File: src/ddsl_map.svh
// Purpose: Named constants for the dual channel serial load block
// Assumes: Included by bare name from design files
// Notes:   Definitions only
`ifndef DDSL_MAP_SVH
`define DDSL_MAP_SVH

// ----------------------------------------------------------------
// Word layout
// ----------------------------------------------------------------
`define DDSL_WORD_W    16
`define DDSL_CODE_W    14
`define DDSL_ADDR_HI   15
`define DDSL_ADDR_LO   14
`define DDSL_CODE_MSB  13
`define DDSL_SHIFT_TOP 14

// ----------------------------------------------------------------
// Preset and reset values
// ----------------------------------------------------------------
`define DDSL_CODE_ZERO 14'h0000
`define DDSL_CODE_HALF 14'h2000
`define DDSL_WORD_RST  16'h0000

// ----------------------------------------------------------------
// Bit counter
// ----------------------------------------------------------------
`define DDSL_CNT_W     5
`define DDSL_CNT_ZERO  5'h00
`define DDSL_CNT_ONE   5'h01
`define DDSL_CNT_FULL  5'h10

`endif

File: src/ddsl_pkg.sv
// Purpose: Types for the dual channel serial load block
// Assumes: Nothing is imported; users write ddsl_pkg::name
// Notes:   Gray coded states along idle, shift, load
package ddsl_pkg;

	// ------------------------------------------------------------
	// Frame sequencer states
	// ------------------------------------------------------------
	typedef enum logic [1:0] {
		DDSL_IDLE  = 2'h0,
		DDSL_SHIFT = 2'h1,
		DDSL_LOAD  = 2'h3
	} ddsl_state_t;

	// ------------------------------------------------------------
	// Channel address codes
	// ------------------------------------------------------------
	typedef enum logic [1:0] {
		DDSL_SEL_NONE = 2'h0,
		DDSL_SEL_A    = 2'h1,
		DDSL_SEL_B    = 2'h2,
		DDSL_SEL_BOTH = 2'h3
	} ddsl_sel_t;

endpackage

File: src/ddsl_top.sv
// Purpose: Serial load interface of a dual channel converter
// Assumes: Link pins are synchronous to mclk; serial clock is
//          slower than mclk/2 so every edge is seen
// Notes:   Channel codes come from flip-flops
//
// Notes on behaviour
// - Words arrive on chip select, data and serial clock into a 16-bit shift register.
// - Words go most significant bit first, each new bit entering at bit 0.
// - Data is sampled on each rising edge of the serial clock.
// - The shift register moves only while chip select is low.
// - On chip select rising only the last 16 bits shifted count.
// - Chip select rising after 16 or more bits fires a load strobe copying the code to selected channels.
// - Bit 15 is the upper address bit, bit 14 the lower, bits 13 to 0 the code.
// - Address 00 loads none, 01 the first, 10 the second, 11 both channels.
// - Active preset forces all channel codes to zero or to half scale.
`timescale 1ns/1ps
`include "ddsl_map.svh"

module ddsl_top (
	// Clock, reset, enable
	input  wire logic                     mclk,
	input  wire logic                     nrst,
	input  wire logic                     clk_en,
	// Serial link
	input  wire logic                     cs_n,
	input  wire logic                     sdi,
	input  wire logic                     sclk,
	// Preset control
	input  wire logic                     preset_force_n,
	input  wire logic                     preset_half,
	// Channel codes and status
	output logic      [`DDSL_CODE_W-1:0]  code_a,
	output logic      [`DDSL_CODE_W-1:0]  code_b,
	output logic                          load_stb,
	output logic                          busy
);

	// ------------------------------------------------------------
	// Declarations
	// ------------------------------------------------------------
	ddsl_pkg::ddsl_state_t     state_q;
	ddsl_pkg::ddsl_state_t     state_d;
	logic [`DDSL_WORD_W-1:0]   sr_q;
	logic [`DDSL_CNT_W-1:0]    cnt_q;
	logic [`DDSL_CODE_W-1:0]   code_a_q;
	logic [`DDSL_CODE_W-1:0]   code_b_q;
	logic [`DDSL_CODE_W-1:0]   preset_val;
	logic [`DDSL_CODE_W-1:0]   word_code;
	ddsl_pkg::ddsl_sel_t       word_sel;
	logic                      sclk_q;
	logic                      cs_n_q;
	logic                      sclk_rise;
	logic                      cs_rise;
	logic                      shift_ev;
	logic                      load_go;
	logic                      sel_a;
	logic                      sel_b;

	// ------------------------------------------------------------
	// Edge detection
	// ------------------------------------------------------------
	always_ff @(posedge mclk or negedge nrst) begin
		if (!nrst) begin
			sclk_q <= 1'b0;
			cs_n_q <= 1'b1;
		end else if (clk_en) begin
			sclk_q <= sclk;
			cs_n_q <= cs_n;
		end
	end

	assign sclk_rise = sclk & ~sclk_q;
	assign cs_rise   = cs_n & ~cs_n_q;
	// Gated on the live and the delayed select, so an edge that
	// coincides with chip select rising is dropped
	assign shift_ev  = clk_en & sclk_rise & ~cs_n & ~cs_n_q;

	// ------------------------------------------------------------
	// Frame sequencer
	// ------------------------------------------------------------
	always_comb begin
		state_d = state_q;
		case (state_q)
			ddsl_pkg::DDSL_IDLE: begin
				if (!cs_n) begin
					state_d = ddsl_pkg::DDSL_SHIFT;
				end
			end
			ddsl_pkg::DDSL_SHIFT: begin
				// Short frames are dropped rather than loading stale bits
				if (cs_rise && cnt_q == `DDSL_CNT_FULL) begin
					state_d = ddsl_pkg::DDSL_LOAD;
				end else if (cs_rise) begin
					state_d = ddsl_pkg::DDSL_IDLE;
				end
			end
			ddsl_pkg::DDSL_LOAD: begin
				state_d = ddsl_pkg::DDSL_IDLE;
			end
			default: begin
				state_d = ddsl_pkg::DDSL_IDLE;
			end
		endcase
	end

	always_ff @(posedge mclk or negedge nrst) begin
		if (!nrst) begin
			state_q <= ddsl_pkg::DDSL_IDLE;
		end else if (clk_en) begin
			state_q <= state_d;
		end
	end

	// ------------------------------------------------------------
	// Shift register and bit count
	// ------------------------------------------------------------
	always_ff @(posedge mclk or negedge nrst) begin
		if (!nrst) begin
			sr_q <= `DDSL_WORD_RST;
		end else if (shift_ev) begin
			// Older surplus bits fall off the top
			sr_q <= {sr_q[`DDSL_SHIFT_TOP:0], sdi};
		end
	end

	always_ff @(posedge mclk or negedge nrst) begin
		if (!nrst) begin
			cnt_q <= `DDSL_CNT_ZERO;
		end else if (clk_en && state_q == ddsl_pkg::DDSL_IDLE) begin
			cnt_q <= `DDSL_CNT_ZERO;
		end else if (shift_ev && cnt_q != `DDSL_CNT_FULL) begin
			cnt_q <= cnt_q + `DDSL_CNT_ONE;
		end
	end

	// ------------------------------------------------------------
	// Decode and channel registers
	// ------------------------------------------------------------
	assign word_sel  = ddsl_pkg::ddsl_sel_t'(
		{sr_q[`DDSL_ADDR_HI], sr_q[`DDSL_ADDR_LO]});
	assign word_code = sr_q[`DDSL_CODE_MSB:0];
	assign sel_a     = word_sel == ddsl_pkg::DDSL_SEL_A ||
		word_sel == ddsl_pkg::DDSL_SEL_BOTH;
	assign sel_b     = word_sel == ddsl_pkg::DDSL_SEL_B ||
		word_sel == ddsl_pkg::DDSL_SEL_BOTH;
	assign load_go   = clk_en && state_q == ddsl_pkg::DDSL_LOAD;
	assign preset_val = preset_half ? `DDSL_CODE_HALF : `DDSL_CODE_ZERO;

	// Preset wins over a load and ignores clk_en, so it acts at
	// the next mclk edge whatever else is going on
	always_ff @(posedge mclk or negedge nrst) begin
		if (!nrst) begin
			code_a_q <= `DDSL_CODE_ZERO;
		end else if (!preset_force_n) begin
			code_a_q <= preset_val;
		end else if (load_go && sel_a) begin
			code_a_q <= word_code;
		end
	end

	always_ff @(posedge mclk or negedge nrst) begin
		if (!nrst) begin
			code_b_q <= `DDSL_CODE_ZERO;
		end else if (!preset_force_n) begin
			code_b_q <= preset_val;
		end else if (load_go && sel_b) begin
			code_b_q <= word_code;
		end
	end

	assign code_a   = code_a_q;
	assign code_b   = code_b_q;
	assign load_stb = state_q == ddsl_pkg::DDSL_LOAD;
	assign busy     = state_q == ddsl_pkg::DDSL_SHIFT;
endmodule

File: config.mk
export PLATFORM = sky130hd
export DESIGN_NAME = ddsl_top
export DESIGN_NICKNAME = d
export VERILOG_FILES = /design/src/ddsl_pkg.sv /design/src/ddsl_top.sv
export VERILOG_INCLUDE_DIRS = /design/src /design/src/src
export SDC_FILE = /design/constraint.sdc
export NUM_CORES = 1
export LEC_CHECK = 0
export BUFFER_PORTS_ARGS = -buffer_cell sky130_fd_sc_hd__buf_2
export CAP_MARGIN = 25
export CORE_MARGIN = 5
export CORE_UTILIZATION = 40
export DETAILED_ROUTE_END_ITERATION = 8
export GPL_TIMING_DRIVEN = 0
export SYNTH_ARGS = -nofsm -noshare
export SYNTH_HDL_FRONTEND = slang
export SYNTH_SLANG_ARGS = --single-unit
File: constraint.sdc
create_clock -name mclk -period 1.43 [get_ports mclk]
set_input_delay 0.0715 -clock mclk [delete_from_list [all_inputs] [get_ports mclk]]
set_output_delay 0.0715 -clock mclk [all_outputs]
set_load 0.005 [all_outputs]
After elaboration in Yosys (flattened, before gate mapping)
Cells that the tools add are included.
{ "totals": {"regBits": 53, "input_bits": 8, "out_inout_bits": 30, "elab_cells": 49} }
{ "classes": {"n_addsub": 1, "eq_ne": 11, "mux": 11, "bitwise": 8, "reduce_logical": 11} }
{ "op_table": {"columns": ["op", "n"], "rows": [
  ["14-bit 2-to-1 mux", 5],
  ["5-bit 2-to-1 mux", 2],
  ["2-bit equality test, second input constant", 3],
  ["1-bit logical AND", 6],
  ["2-bit 2-to-1 mux", 3],
  ["5-bit by 1-bit adder with 5-bit output, second input constant", 1],
  ["1-bit bitwise AND", 5],
  ["5-bit equality test, second input constant", 1],
  ["5-bit inequality test, second input constant", 1],
  ["2-bit by 1-bit equality test with 1-bit output, second input constant", 2],
  ["2-bit by 1-bit inequality test with 1-bit output, second input constant", 2],
  ["2-bit case mux with 2 select lines", 1],
  ["3-bit by 1-bit inequality test with 1-bit output, second input constant", 1],
  ["1-bit NOT", 3],
  ["3-bit AND reduction", 1],
  ["2-bit zero test", 1],
  ["1-bit logical OR", 2],
  ["2-bit inequality test, second input constant", 1],
  ["2-bit nonzero test", 1]
]} }

Depth between registers and ports, before layout
Gate-level depths: netlist of the first run.
{ "depth": {"depth_word": 8, "depth_mapped": 5, "depth_no_buf": 5} }

Worst setup path after synthesis of the first run
OpenSTA, ideal clock, no wires.
{ "synth_path": {"kind": "register to register", "from": "register sclk_q", "to": "register sr_q[10]", "setup_ns": 0.128, "arrival_time_ns": 1.310, "required_ns": 1.302, "path_slack_ns": -0.007, "stages_incl_launch_ff": 5, "n_path_buf": 1, "period_less_slack_ns": 1.437, "cell_sequence": "dfrtp_1 nand4bb_4 nor2_4 buf_4 mux2_1"} }
{ "synth_between": {"elab_chain_len": 5} }
{ "synth_lines": {"columns": ["item", "line", "source"], "rows": [
  ["from (decl)", "ddsl_top.sv:50", "logic sclk_q;"],
  ["from (signal assigned)", "ddsl_top.sv:67", "sclk_q <= sclk;"],
  ["1-bit NOT", "ddsl_top.sv:72", "assign sclk_rise = sclk & ~sclk_q;"],
  ["1-bit bitwise AND", "ddsl_top.sv:72", null],
  ["1-bit bitwise AND (3 in a row)", "ddsl_top.sv:76", "assign shift_ev = clk_en & sclk_rise & ~cs_n & ~cs_n_q;"],
  ["to (signal assigned)", "ddsl_top.sv:119", "sr_q <= `DDSL_WORD_RST;"],
  ["to (signal assigned)", "ddsl_top.sv:122", "sr_q <= {sr_q[`DDSL_SHIFT_TOP:0], sdi};"],
  ["to (decl)", "ddsl_top.sv:43", "logic [`DDSL_WORD_W-1:0] sr_q;"]
]} }
No other way between the ends.
A chain may end at the register's enable or synchronous reset.

Worst setup path after layout of the first run
{ "layout_path": {"from": "register cs_n_q", "to": "register sr_q[14]"} }
{ "layout_between": {"elab_chain_len": 2} }
{ "layout_lines": {"columns": ["item", "line", "source"], "rows": [
  ["from (decl)", "ddsl_top.sv:51", "logic cs_n_q;"],
  ["from (signal assigned)", "ddsl_top.sv:68", "cs_n_q <= cs_n;"],
  ["1-bit NOT", "ddsl_top.sv:76", null],
  ["1-bit bitwise AND", "ddsl_top.sv:76", null]
]} }
No other way between the ends.

==> results of run 1 <==
[power groups by stage]
stage / clock network, mW / registers [mW] / logic [mW]
2_1_floorplan: 0 / 1.63 / 0.124
3_3_place_gp: 0 / 1.64 / 0.194
3_5_place_dp: 0 / 1.65 / 0.212
4_1_cts: 1.23 / 1.62 / 0.244
5_1_grt: 1.29 / 1.63 / 0.307
6_report: 1.21 / 1.62 / 0.277
[cell usage after synthesis]
library cell	count
dfrtp_1	52
a22o_1	26
mux2_1	14
nand2_1	8
mux2_2	7
buf_2	4
inv_1	4
and3_1	3
mux2i_1	3
a21boi_2	2
a21oi_1	2
buf_4	2
ha_1	2
nand2b_1	2
nand4bb_4	2
nor2_1	2
o31ai_1	2
or4_1	2
and3_4	1
and4bb_2	1
buf_1	1
dfstp_2	1
nand3_1	1
nor2_4	1
nor3_2	1
nor4b_2	1
nor4bb_1	1
o211ai_1	1
o21ai_0	1
o221ai_1	1
or3b_1	1
[what timing repair did]
item | CTS | global route
gates resized for setup | 6 | 26
hold buffers | 2 | 0
endpoints found under the hold margin | 17 | 0
buffers inserted | 6 | 2
endpoints found under the setup margin | 28 | 42
pin swaps | 3 | 1
[final cells by class]
class / instances / area, sq um / area share [%]
inverters: 4 / 15.0 / 0.532
flip-flops and latches: 53 / 1330 / 47.0
repair buffers: 48 / 289 / 10.2
well taps: 72 / 90.1 / 3.19
clock buffers: 5 / 68.8 / 2.44
plain buffers: 7 / 56.3 / 1.99
clock inverters: 3 / 68.8 / 2.44
multi-input cells: 88 / 907 / 32.1
[placed cells by master (no fill, tap or decap), drive strengths merged, types with 3 or more instances in the layout]
master	netlist	routed
a22o	26	26
and3	4	4
buf	7	53
clkbuf	0	5
dfrtp	52	52
inv	4	5
mux2	21	21
mux2i	3	3
nand2	8	8
nor2	3	3
[metrics by stage]
| step | setup slack [ns] | utilization (%) | total power [mW] | TNS, ns | hold WS (ns) |
|---|---|---|---|---|---|
| 5_1_grt | -0.0773 | 52.2 | 3.23 | -0.404 | 0.104 |
| 2_1_floorplan | 0.00990 | - | 1.75 | 0 | -0.224 |
| 4_1_cts | -0.0158 | 50.3 | 3.09 | -0.0340 | 0.107 |
| 3_5_place_dp | -0.126 | 46.1 | 1.86 | -1.42 | 0.0109 |
| 3_3_place_gp | -0.106 | 45.7 | 1.83 | -1.05 | 0.294 |
| 6_report | -0.00451 | 52.2 | 3.11 | -0.00451 | 0.104 |
[sequential cells by signal (all words and copies together) (netlist names)]
signal,count
cnt_q,5
sclk_q,1
code_a,14
code_b,14
sr_q,16
cs_n_q,1
state_q,2
[cell families after synthesis]
kind of cell	Yosys count
flops	53
compound gates	35
mux	24
fa+ha+maj	2
buf+inv	11
simple gates	27
[worst max path at each step]
stage | from | endpoint
after CTS | cs_n_q | sr_q[13]
after floorplan | cs_n_q | sr_q[10]
after global routing | cnt_q[0] | cnt_q[2]
after detailed placement | cs_n_q | sr_q[13]
final | cs_n_q | sr_q[14]
after global placement | cs_n_q | sr_q[5]
[per-layer routing]
metal | vias up | track usage [%] | wire, um
met2 | 32 | 20.9 | 2110
met5 | - | 0 | 0
met4 | 0 | 3.51 | 48
met3 | 5 | 4.15 | 221
li1 | 681 | - | -
met1 | 719 | 17.7 | 2120
==> summary.md, run 1 <==
| Metric | Value |
|---|---|
| Net load switching power | `699 uW` |
| Hold path startpoint | `sclk` |
| HP Class | `in2reg` |
| Fin cells | `280` |
| Critical path startpoint category | `register` |
| CTS Sinks | `53` |
| Setup CP Type | `reg2reg` |
| Wirelength, routed | `4.50 mm` |
| Die X | `84.0 um` |
| Max VDD drop | `0.000476 V` |
| Synth Warn # | `0` |
| Total GRT Usage | `13.3%` |
| Critical Path Slowest Stage Cell | `dfstp_2` |
| CTS Buf Count | `5` |
| Placement row count | `27` |
| Max-slew violations | `0` |
| Hold Path Sink | `sclk_q` |
| Number of antenna violations at the first check in global routing | `0` |
| Post-layout worst setup margin | `-0.00451 ns` |
| GP Congestion | `0.766` |
| Via count | `1437` |
| Worst Clk Skew | `0.00694 ns` |
| Post-route ant nets | `0` |
| Netlist cell types | `31` |
| Synthesized net count | `162` |
| Tmin final | `1.43 ns` |
| Pint | `2.41 mW` |
| Clk slew on worst S/H paths | `0.10 ns` |
| Synth top area share | `59.4%` |
| Largest stage delay, worst path | `0.40 ns` |
| Number of global-route vias before repair | `1500` |
| First-pass iteration count of the detailed router | `4` |
| Biggest area consumer among synthesized cells | `dfrtp_1` |
| Combinational family with the most area after synthesis | `compound AO/OA/AOI/OAI gates` |
| Critical Path End Type | `register` |
| Dpl hpwl | `3.21 mm` |
| Worst Path Arrival | `1.63 ns` |
| Share of total power in combinational logic | `8.9%` |
| # diodes | `0` |
| Complex-gate fraction of the synthesized area | `13.5%` |
| Iteration-0 DRC Markers | `31` |
| Cell area after synthesis | `0.00219 sq mm` |
| Post-DR vias/cell | `5.13` |
| Switch share | `22.5%` |
| Fraction of the mapped netlist area in simple logic gates | `10.2%` |
| Max_slew headroom | `73.6%` |
| Clock share of power | `39.0%` |
| Die ar. | `0.00706 sq mm` |
| Final setup vio count | `1` |
| Placed cell area | `0.00249 sq mm` |
| CTS tree | `built` |
| Port Buffers | `37` |
| LEAKAGE | `1.43 nW` |
| Root Driver | `clkbuf_8` |
| Synthesized-area fraction occupied by adder cells | `1.14%` |
| Share of post-route cells with drive strength above 1 | `44.7%` |
| WP buf/inv | `1` |
| Clock Path Buffers | `2` |
| Failing checks | `setup timing` |
| Worst slew pin tran | `0.396 ns` |
| Clk Latency, worst-skew pair | `0.31 ns` |
| Outcome | `finished with violations` |
| R2R depth | `4` |
| I/O pins | `38` |
| GR Overflow Total | `0` |
| Ranking of synthesized cells by area | `dfrtp_1 (59%), a22o_1 (10%), mux2_1 (7.2%)` |
| First-pass GRT wire length | `7.56 mm` |
| Starting Density | `40.6%` |
| Seq pwr share | `52.0%` |
| H-tree depth | `2` |
| Yosys reg bits | `53` |
| Fill count | `469` |
| Maxcap violations | `0` |
| Mux cell area share after synthesis | `12.2%` |
| Core box area | `0.00541 sq mm` |
| Largest net degree at the start of global routing | `38` |
| Seq/Total Area, Yosys | `60.6%` |
| Critical-path cell list | `nand4bb_4 -> nor2_4 -> buf_8 -> mux2_1` |
| Layout area overhead | `28.8%` |
| Design area | `0.00282 sq mm` |
| R2R Path End | `sr_q[14]` |
| Delay-heaviest family, CP | `simple AND/OR/NAND/NOR gates` |
| Fin crit share | `100%` |
| Fmax | `0.697 GHz` |
| Reg2Reg Setup Slack | `-0.005 ns` |
| Die H | `84.0 um` |
| Nets | `217` |
| Routed len/inst | `16.1 um` |
| RSZ-0062 raised after global routing | `yes` |
| Hold Vio Cnt, Final | `0` |
| Placed insts | `262` |
| Critical path depth in cells | `4` |
| Crit path max fanout | `10` |
| Worst path required time | `1.62 ns` |
| Syn_area_per_cell | `14.4 sq um` |
| # DRC | `0` |
| P per Cell Area | `1100 mW/mm^2` |
| Hold Path Depth | `2` |
| Xor/xnor cell area share of the yosys netlist | `0%` |
| Gate Count Post-Synth | `152` |
| Worst r2r src | `cs_n_q` |
Note: power is estimated with default switching activity, not from simulation.
==> inputs of run 2 (changes only) <==
Settings changed: CORE_UTILIZATION 40 to 49, PLACE_DENSITY set to 0.74, SKIP_LAST_GASP set to 1.
==> run 2 against run 1 <==
The flow still finishes with violations (setup timing); sequential power about the same; die area decreased by 16%; sequential share of layout area increased by 1.8 points; sequential cell count unchanged; count of clock-buffer cells in the layout increased by 1; critical path depth increased by 1; cell area decreased by 3.8%; power decreased by 12%; global-route usage increased by 1.7 points; largest power group unchanged; highest routed layer unchanged.
==> summary.md, run 2 (same netlist as run 1, synthesis figures left out) <==
| Metric | Value |
|---|---|
| Core box area | `0.00435 sq mm (-19%)` |
| Maxcap violations | `0 (unchanged)` |
| Clock Path Buffers | `2 (unchanged)` |
| Reg2Reg Setup Slack | `-0.02 ns (about the same)` |
| RSZ-0062 raised after global routing | `yes` |
| Most frequent cells in the layout | `dfrtp_1 (52), buf_2 (37), a22o_1 (26)` |
| Fin cells | `259 (-7.5%)` |
| Area of the multi-input gates | `875 sq um (-3.6%)` |
| P per Cell Area | `1010 mW/mm^2 (-8.2%)` |
| Setup CP Type | `reg2reg` |
| Worst Path Arrival | `1.67 ns (+0.04 ns)` |
| Root Driver | `clkbuf_8` |
| Nets | `216 (-0.46%)` |
| Layout area overhead | `23.9%` |
| Outcome | `finished with violations` |
| Starting Density | `50.3% (+9.8 points)` |
| Most common cell after layout, fill and taps aside | `dfrtp_1` |
| Via count | `1443 (+0.42%)` |
| Iteration-0 DRC Markers | `59 (+90%)` |
| LEAKAGE | `1.40 nW (-1.7%)` |
| Met1 Wirelength | `1.93 mm (-9.1%)` |
| Final setup vio count | `7 (+6)` |
| Clk slew on worst S/H paths | `0.09 ns (about the same)` |
| Fin crit share | `101% (+0.92 points)` |
| Setup tns final | `-0.0437 ns (-0.0392 ns)` |
| Die H | `76.9 um (-8.5%)` |
| H-tree depth | `2 (unchanged)` |
| Post-route ant nets | `0 (unchanged)` |
| I/O pins | `38 (unchanged)` |
| Design area | `0.00272 sq mm (-3.8%)` |
| Crit path from | `cnt_q[0]` |
| GP Congestion | `0.792 (+3.4%)` |
| Placed cell area | `0.00247 sq mm (-1.0%)` |
| Worst Clk Skew | `0.00326 ns (-0.00368 ns)` |
| Max VDD drop | `0.000551 V (+16%)` |
| HP Class | `in2reg` |
| Routed len/inst | `16.9 um (+5.4%)` |
| Port Buffers | `37 (unchanged)` |
| Number of antenna violations at the first check in global routing | `0 (unchanged)` |
| # diodes | `0 (unchanged)` |
| Dpl hpwl | `3.15 mm (-1.8%)` |
| GR Overflow Total | `0 (unchanged)` |
| Post-layout worst setup margin | `-0.0177 ns (-0.0132 ns)` |
| # DRC | `0 (unchanged)` |
| Metal2 WL | `2.20 mm (+3.8%)` |
| Tot Pwr | `2.75 mW (-12%)` |
| Storage element area | `0.00133 sq mm (unchanged)` |
| CTS Buf Count | `5 (unchanged)` |
| CTS Sinks | `53 (unchanged)` |
| R2R Path End | `cnt_q[1]` |
| Worst Setup EP | `cnt_q[1]` |
| Top sig layer | `met4` |
| Worst slew pin tran | `0.415 ns (+0.0191 ns)` |
| Fmax | `0.691 GHz (-0.91%)` |
| Placement row count | `24 (-11%)` |
| Crit path max fanout | `4 (-6)` |
| Total GRT Usage | `14.9% (+1.7 points)` |
| Dpl ws | `-0.145 ns (-0.0186 ns)` |
| Clk Latency, worst-skew pair | `0.29 ns (-0.02 ns)` |
| Tmin final | `1.45 ns (+0.0132 ns)` |
| Fill count | `329 (-30%)` |
| Max_slew headroom | `72.3% (-1.3 points)` |
| Placed insts | `242 (-7.6%)` |
| Worst path required time | `1.65 ns (+0.03 ns)` |
| Worst r2r src | `cnt_q[0]` |
| Max-slew violations | `0 (unchanged)` |
| First-pass GRT wire length | `7.31 mm (-3.4%)` |
| Most flop-heavy register | `sr_q` |
| Wirelength, routed | `4.39 mm (-2.5%)` |
| CTS tree | `built` |
| Failing checks | `setup timing` |
| Share of post-route cells with drive strength above 1 | `39.1% (-5.6 points)` |
| Max reg flops | `16 (unchanged)` |
| Critical Path End Type | `register` |
| Largest net degree at the start of global routing | `39 (+2.6%)` |
| R2R depth | `5 (+1)` |
| Post-DR vias/cell | `5.57 (+8.6%)` |
| First-pass iteration count of the detailed router | `5 (+1)` |
| Met3 routed WL | `213 um (-3.6%)` |
| Die ar. | `0.00591 sq mm (-16%)` |
| Critical path startpoint category | `register` |
| Die X | `76.9 um (-8.5%)` |
| Number of global-route vias before repair | `1523 (+1.5%)` |
| Hold Vio Cnt, Final | `0 (unchanged)` |
run 2: cell types whose count changed in the layout (fill, tap and decap cells not counted), moves of 2 or more:
cell       delta
buf_4         -2
mux2_4        -7
mux2_1        +7
bufinv_16     -2
run 2: routing by layer:
layer / vias to the layer above / track usage [%]
li1: 675 / -
met5: - / 0
met1: 721 / 20.2
met2: 41 / 24.2
met4: 0 / 4.72
met3: 6 / 2.93
run 2: report_power, final:
group	internal (mW)	leakage, nW	switching (mW)	total [mW]
Combinational	0.143	0.625	0.128	0.271
Sequential	1.56	0.725	0.0569	1.61
Clock	0.393	0.0512	0.468	0.861
run 2: timing repair:
action                                 4_1_cts  5_1_grt
hold buffers                                 2        0
pin swaps                                    2        1
gates resized for setup                      2       18
setup endpoints to repair                   31       39
endpoints found under the hold margin       15        0
cloned                                       0        0
buffers inserted                             5        2
run 2: area by class of cell:
type,count,share of cell area (%)
Buffer,7,2.07
Timing Repair Buffer,47,10.4
Clock inverter,2,0.507
Tap cell,52,2.40
Inverter,4,0.553
Multi-Input combinational cell,88,32.2
Clock buffer,6,3.04
Sequential cell,53,48.9
run 2: through the flow:
| stage | hold WS, ns | util, % |
|---|---|---|
| after floorplan | -0.224 | - |
| after global placement | 0.295 | 56.2 |
| after detailed placement | 0.0225 | 56.6 |
| after CTS | 0.112 | 60.3 |
| after global routing | 0.114 | 62.4 |
| final | 0.113 | 62.4 |
run 2: worst min path at each step:
stage	endpoint	startpoint	cells past startpoint
3_5_place_dp	code_a[2]	nrst	1
4_1_cts	sclk_q	sclk	2
2_1_floorplan	cnt_q[0]	nrst	0
3_3_place_gp	sr_q[0]	sdi	2
6_report	sclk_q	sclk	2
5_1_grt	sclk_q	sclk	2
run 2: worst max-delay path, stage by stage, from the launching register on:
cell      delay [ns]
dfrtp_1         0.35
inv_1           0.06
ha_1            0.20
and4bb_2        0.27
nor3_2          0.27
mux2i_1         0.22
==> inputs of run 3 (changes only) <==
Settings changed: SETUP_SLACK_MARGIN set to 0.4.
==> run 3 against run 2 <==
The flow now finishes without violations; wire length is 17% higher; cell count grew 7.3%; first-iteration DRC count is 12% lower; fmax up 2.5%; clock skew increased by 0.0034 ns; via count grew 7.5%; worst hold slack got worse by 0.0049 ns; cell area up 13%; critical endpoint is now sr_q[5]; largest cell class unchanged.
==> summary.md, run 3 (same netlist as run 1, synthesis figures left out) <==
| Metric | Value |
|---|---|
| Outcome | `finished clean` |
| Via count | `1551 (+7.5%)` |
| Critical path startpoint category | `register` |
| H-tree depth | `2 (unchanged)` |
| Nets | `235 (+8.8%)` |
| Largest stage delay, worst path | `0.40 ns (+0.05 ns)` |
| Die ar. | `0.00591 sq mm (unchanged)` |
| CTS Sinks | `53 (unchanged)` |
| Fmax | `0.708 GHz (+2.5%)` |
| Iteration-0 DRC Markers | `52 (-12%)` |
| # diodes | `0 (unchanged)` |
| Critical Path Slowest Stage Cell | `dfstp_2` |
| Largest net degree at the start of global routing | `29 (-26%)` |
| HP Class | `in2reg` |
| CTS tree | `built` |
| Clock Path Buffers | `2 (unchanged)` |
| R2R Path End | `sr_q[5]` |
| Max VDD drop | `0.000509 V (-7.6%)` |
| R2R depth | `4 (-1)` |
| Post-DR vias/cell | `5.58 (+0.14%)` |
| Root Driver | `clkbuf_8` |
| Total GRT Usage | `17.6% (+2.7 points)` |
| Number of antenna violations at the first check in global routing | `0 (unchanged)` |
| Share of post-route cells with drive strength above 1 | `53.5% (+14 points)` |
| Layout area overhead | `39.6%` |
| Worst r2r src | `cs_n_q` |
| Starting Density | `50.3% (unchanged)` |
| First-pass GRT wire length | `8.38 mm (+15%)` |
| Tmin final | `1.41 ns (-0.0359 ns)` |
| # DRC | `0 (unchanged)` |
| Worst hold slack | `0.108 ns (-0.00492 ns)` |
| Dpl ws | `-0.138 ns (+0.00660 ns)` |
| CTS Buf Count | `5 (unchanged)` |
| Worst Path Arrival | `1.60 ns (-0.07 ns)` |
| LEAKAGE | `1.52 nW (+8.7%)` |
| Hold path startpoint | `sclk` |
| Die H | `76.9 um (unchanged)` |
| Most flop-heavy register | `sr_q` |
| Crit path from | `cs_n_q` |
| Fin crit share | `98.7% (-2.5 points)` |
| Worst slew pin tran | `0.383 ns (-0.0321 ns)` |
| Wirelength, routed | `5.12 mm (+17%)` |
| Critical Path End Type | `register` |
| Core box area | `0.00435 sq mm (unchanged)` |
| Hold Vio Cnt, Final | `0 (unchanged)` |
| Final setup vio count | `0 (-7)` |
| Port Buffers | `37 (unchanged)` |
| Crit path max fanout | `5 (+1)` |
| Max-slew violations | `0 (unchanged)` |
| First-pass iteration count of the detailed router | `4 (-1)` |
| P per Cell Area | `970 mW/mm^2 (-4.0%)` |
| Reg2Reg Setup Slack | `0.02 ns (+0.04 ns)` |
| RSZ-0062 raised after global routing | `yes` |
| Setup CP Type | `reg2reg` |
| I/O pins | `38 (unchanged)` |
| Worst path required time | `1.62 ns (-0.03 ns)` |
| Maxcap violations | `0 (unchanged)` |
| Placement row count | `24 (unchanged)` |
| Routed len/inst | `18.4 um (+8.7%)` |
| Critical-path cell list | `nand4bb_4 -> nor2_4 -> buf_6 -> mux2_4` |
| GR Overflow Total | `0 (unchanged)` |
| Worst Setup EP | `sr_q[5]` |
| Max reg flops | `16 (unchanged)` |
| Most frequent cells in the layout | `dfrtp_1 (51), buf_2 (36), a22o_1 (26)` |
| Dpl hpwl | `3.16 mm (+0.13%)` |
| Clk slew on worst S/H paths | `0.09 ns (about the same)` |
| Number of global-route vias before repair | `1680 (+10%)` |
| Post-layout worst setup margin | `0.0182 ns (+0.0359 ns)` |
| Post-route ant nets | `0 (unchanged)` |
| Clk Latency, worst-skew pair | `0.30 ns (about the same)` |
| GP Congestion | `0.806 (+1.8%)` |
| Worst Clk Skew | `0.00667 ns (+0.00341 ns)` |
| Die X | `76.9 um (unchanged)` |
| Most common cell after layout, fill and taps aside | `dfrtp_1` |
| Max_slew headroom | `74.1% (+1.8 points)` |
run 3: cell types whose count changed in the layout (fill, tap and decap cells not counted), sizes merged:
cell | previous run | this run
buf | 51 | 70
clkinv | 2 | 1
bufinv | 0 | 1
run 3: area by class of cell:
| type | count | area, sq um |
|---|---|---|
| Buffer | 7 | 71.3 |
| Clock buffer | 6 | 72.6 |
| Clock inverter | 2 | 38.8 |
| Fill cell | 285 | 1290 |
| Inverter | 4 | 15.0 |
| Multi-Input combinational cell | 88 | 960 |
| Sequential cell | 53 | 1330 |
| Tap cell | 52 | 65.1 |
| Timing Repair Buffer | 66 | 508 |
run 3: critical path, delay by kind of cell (launching register included):
family	cells	cell delay, ns
buf+inv	1	0.16
flops	1	0.40
mux	1	0.30
simple gates	2	0.44
run 3: worst min-delay path by stage:
stage	end	depth (start not counted)
after detailed placement	code_b[0]	1
after floorplan	cnt_q[0]	0
after global routing	sclk_q	2
final	sclk_q	2
after global placement	sr_q[0]	2
after CTS	sclk_q	2
run 3: repair_timing:
action / CTS / global route
setup buffers: 17 / 5
hold endpoints to repair: 28 / 0
gates cloned: 4 / 0
setup endpoints to repair: 53 / 54
gates resized for setup: 38 / 12
pin swaps: 32 / 10
hold buffers: 2 / 0
run 3: report_power, final:
part | switching (mW) | total [mW] | internal (mW)
clock network | 0.472 | 0.998 | 0.526
logic | 0.151 | 0.353 | 0.202
registers | 0.0594 | 1.62 | 1.56
run 3: routing by layer:
metal,share of wire (%),track usage [%],wire length (um),vias up
met2,51,30.1,2630,41
met3,4.5,3.51,230,8
met4,1.7,6.47,85,0
met1,43,21.8,2180,791
li1,-,-,-,711
met5,0,0,0,-
run 3: through the flow:
| stage | util [%] | total power [mW] | instance area, sq um | TNS, ns | instances |
|---|---|---|---|---|---|
| after CTS | 68.2 | 2.96 | 2970 | 0 | 273 |
| after detailed placement | 58.1 | 1.87 | 2530 | -1.33 | 242 |
| after floorplan | - | 1.77 | 2260 | 0 | 152 |
| after global routing | 70.3 | 3.10 | 3060 | -0.315 | 278 |
| final | 70.3 | 2.97 | 3060 | 0 | 278 |
| after global placement | 57.6 | 1.85 | 2510 | -0.943 | 241 |
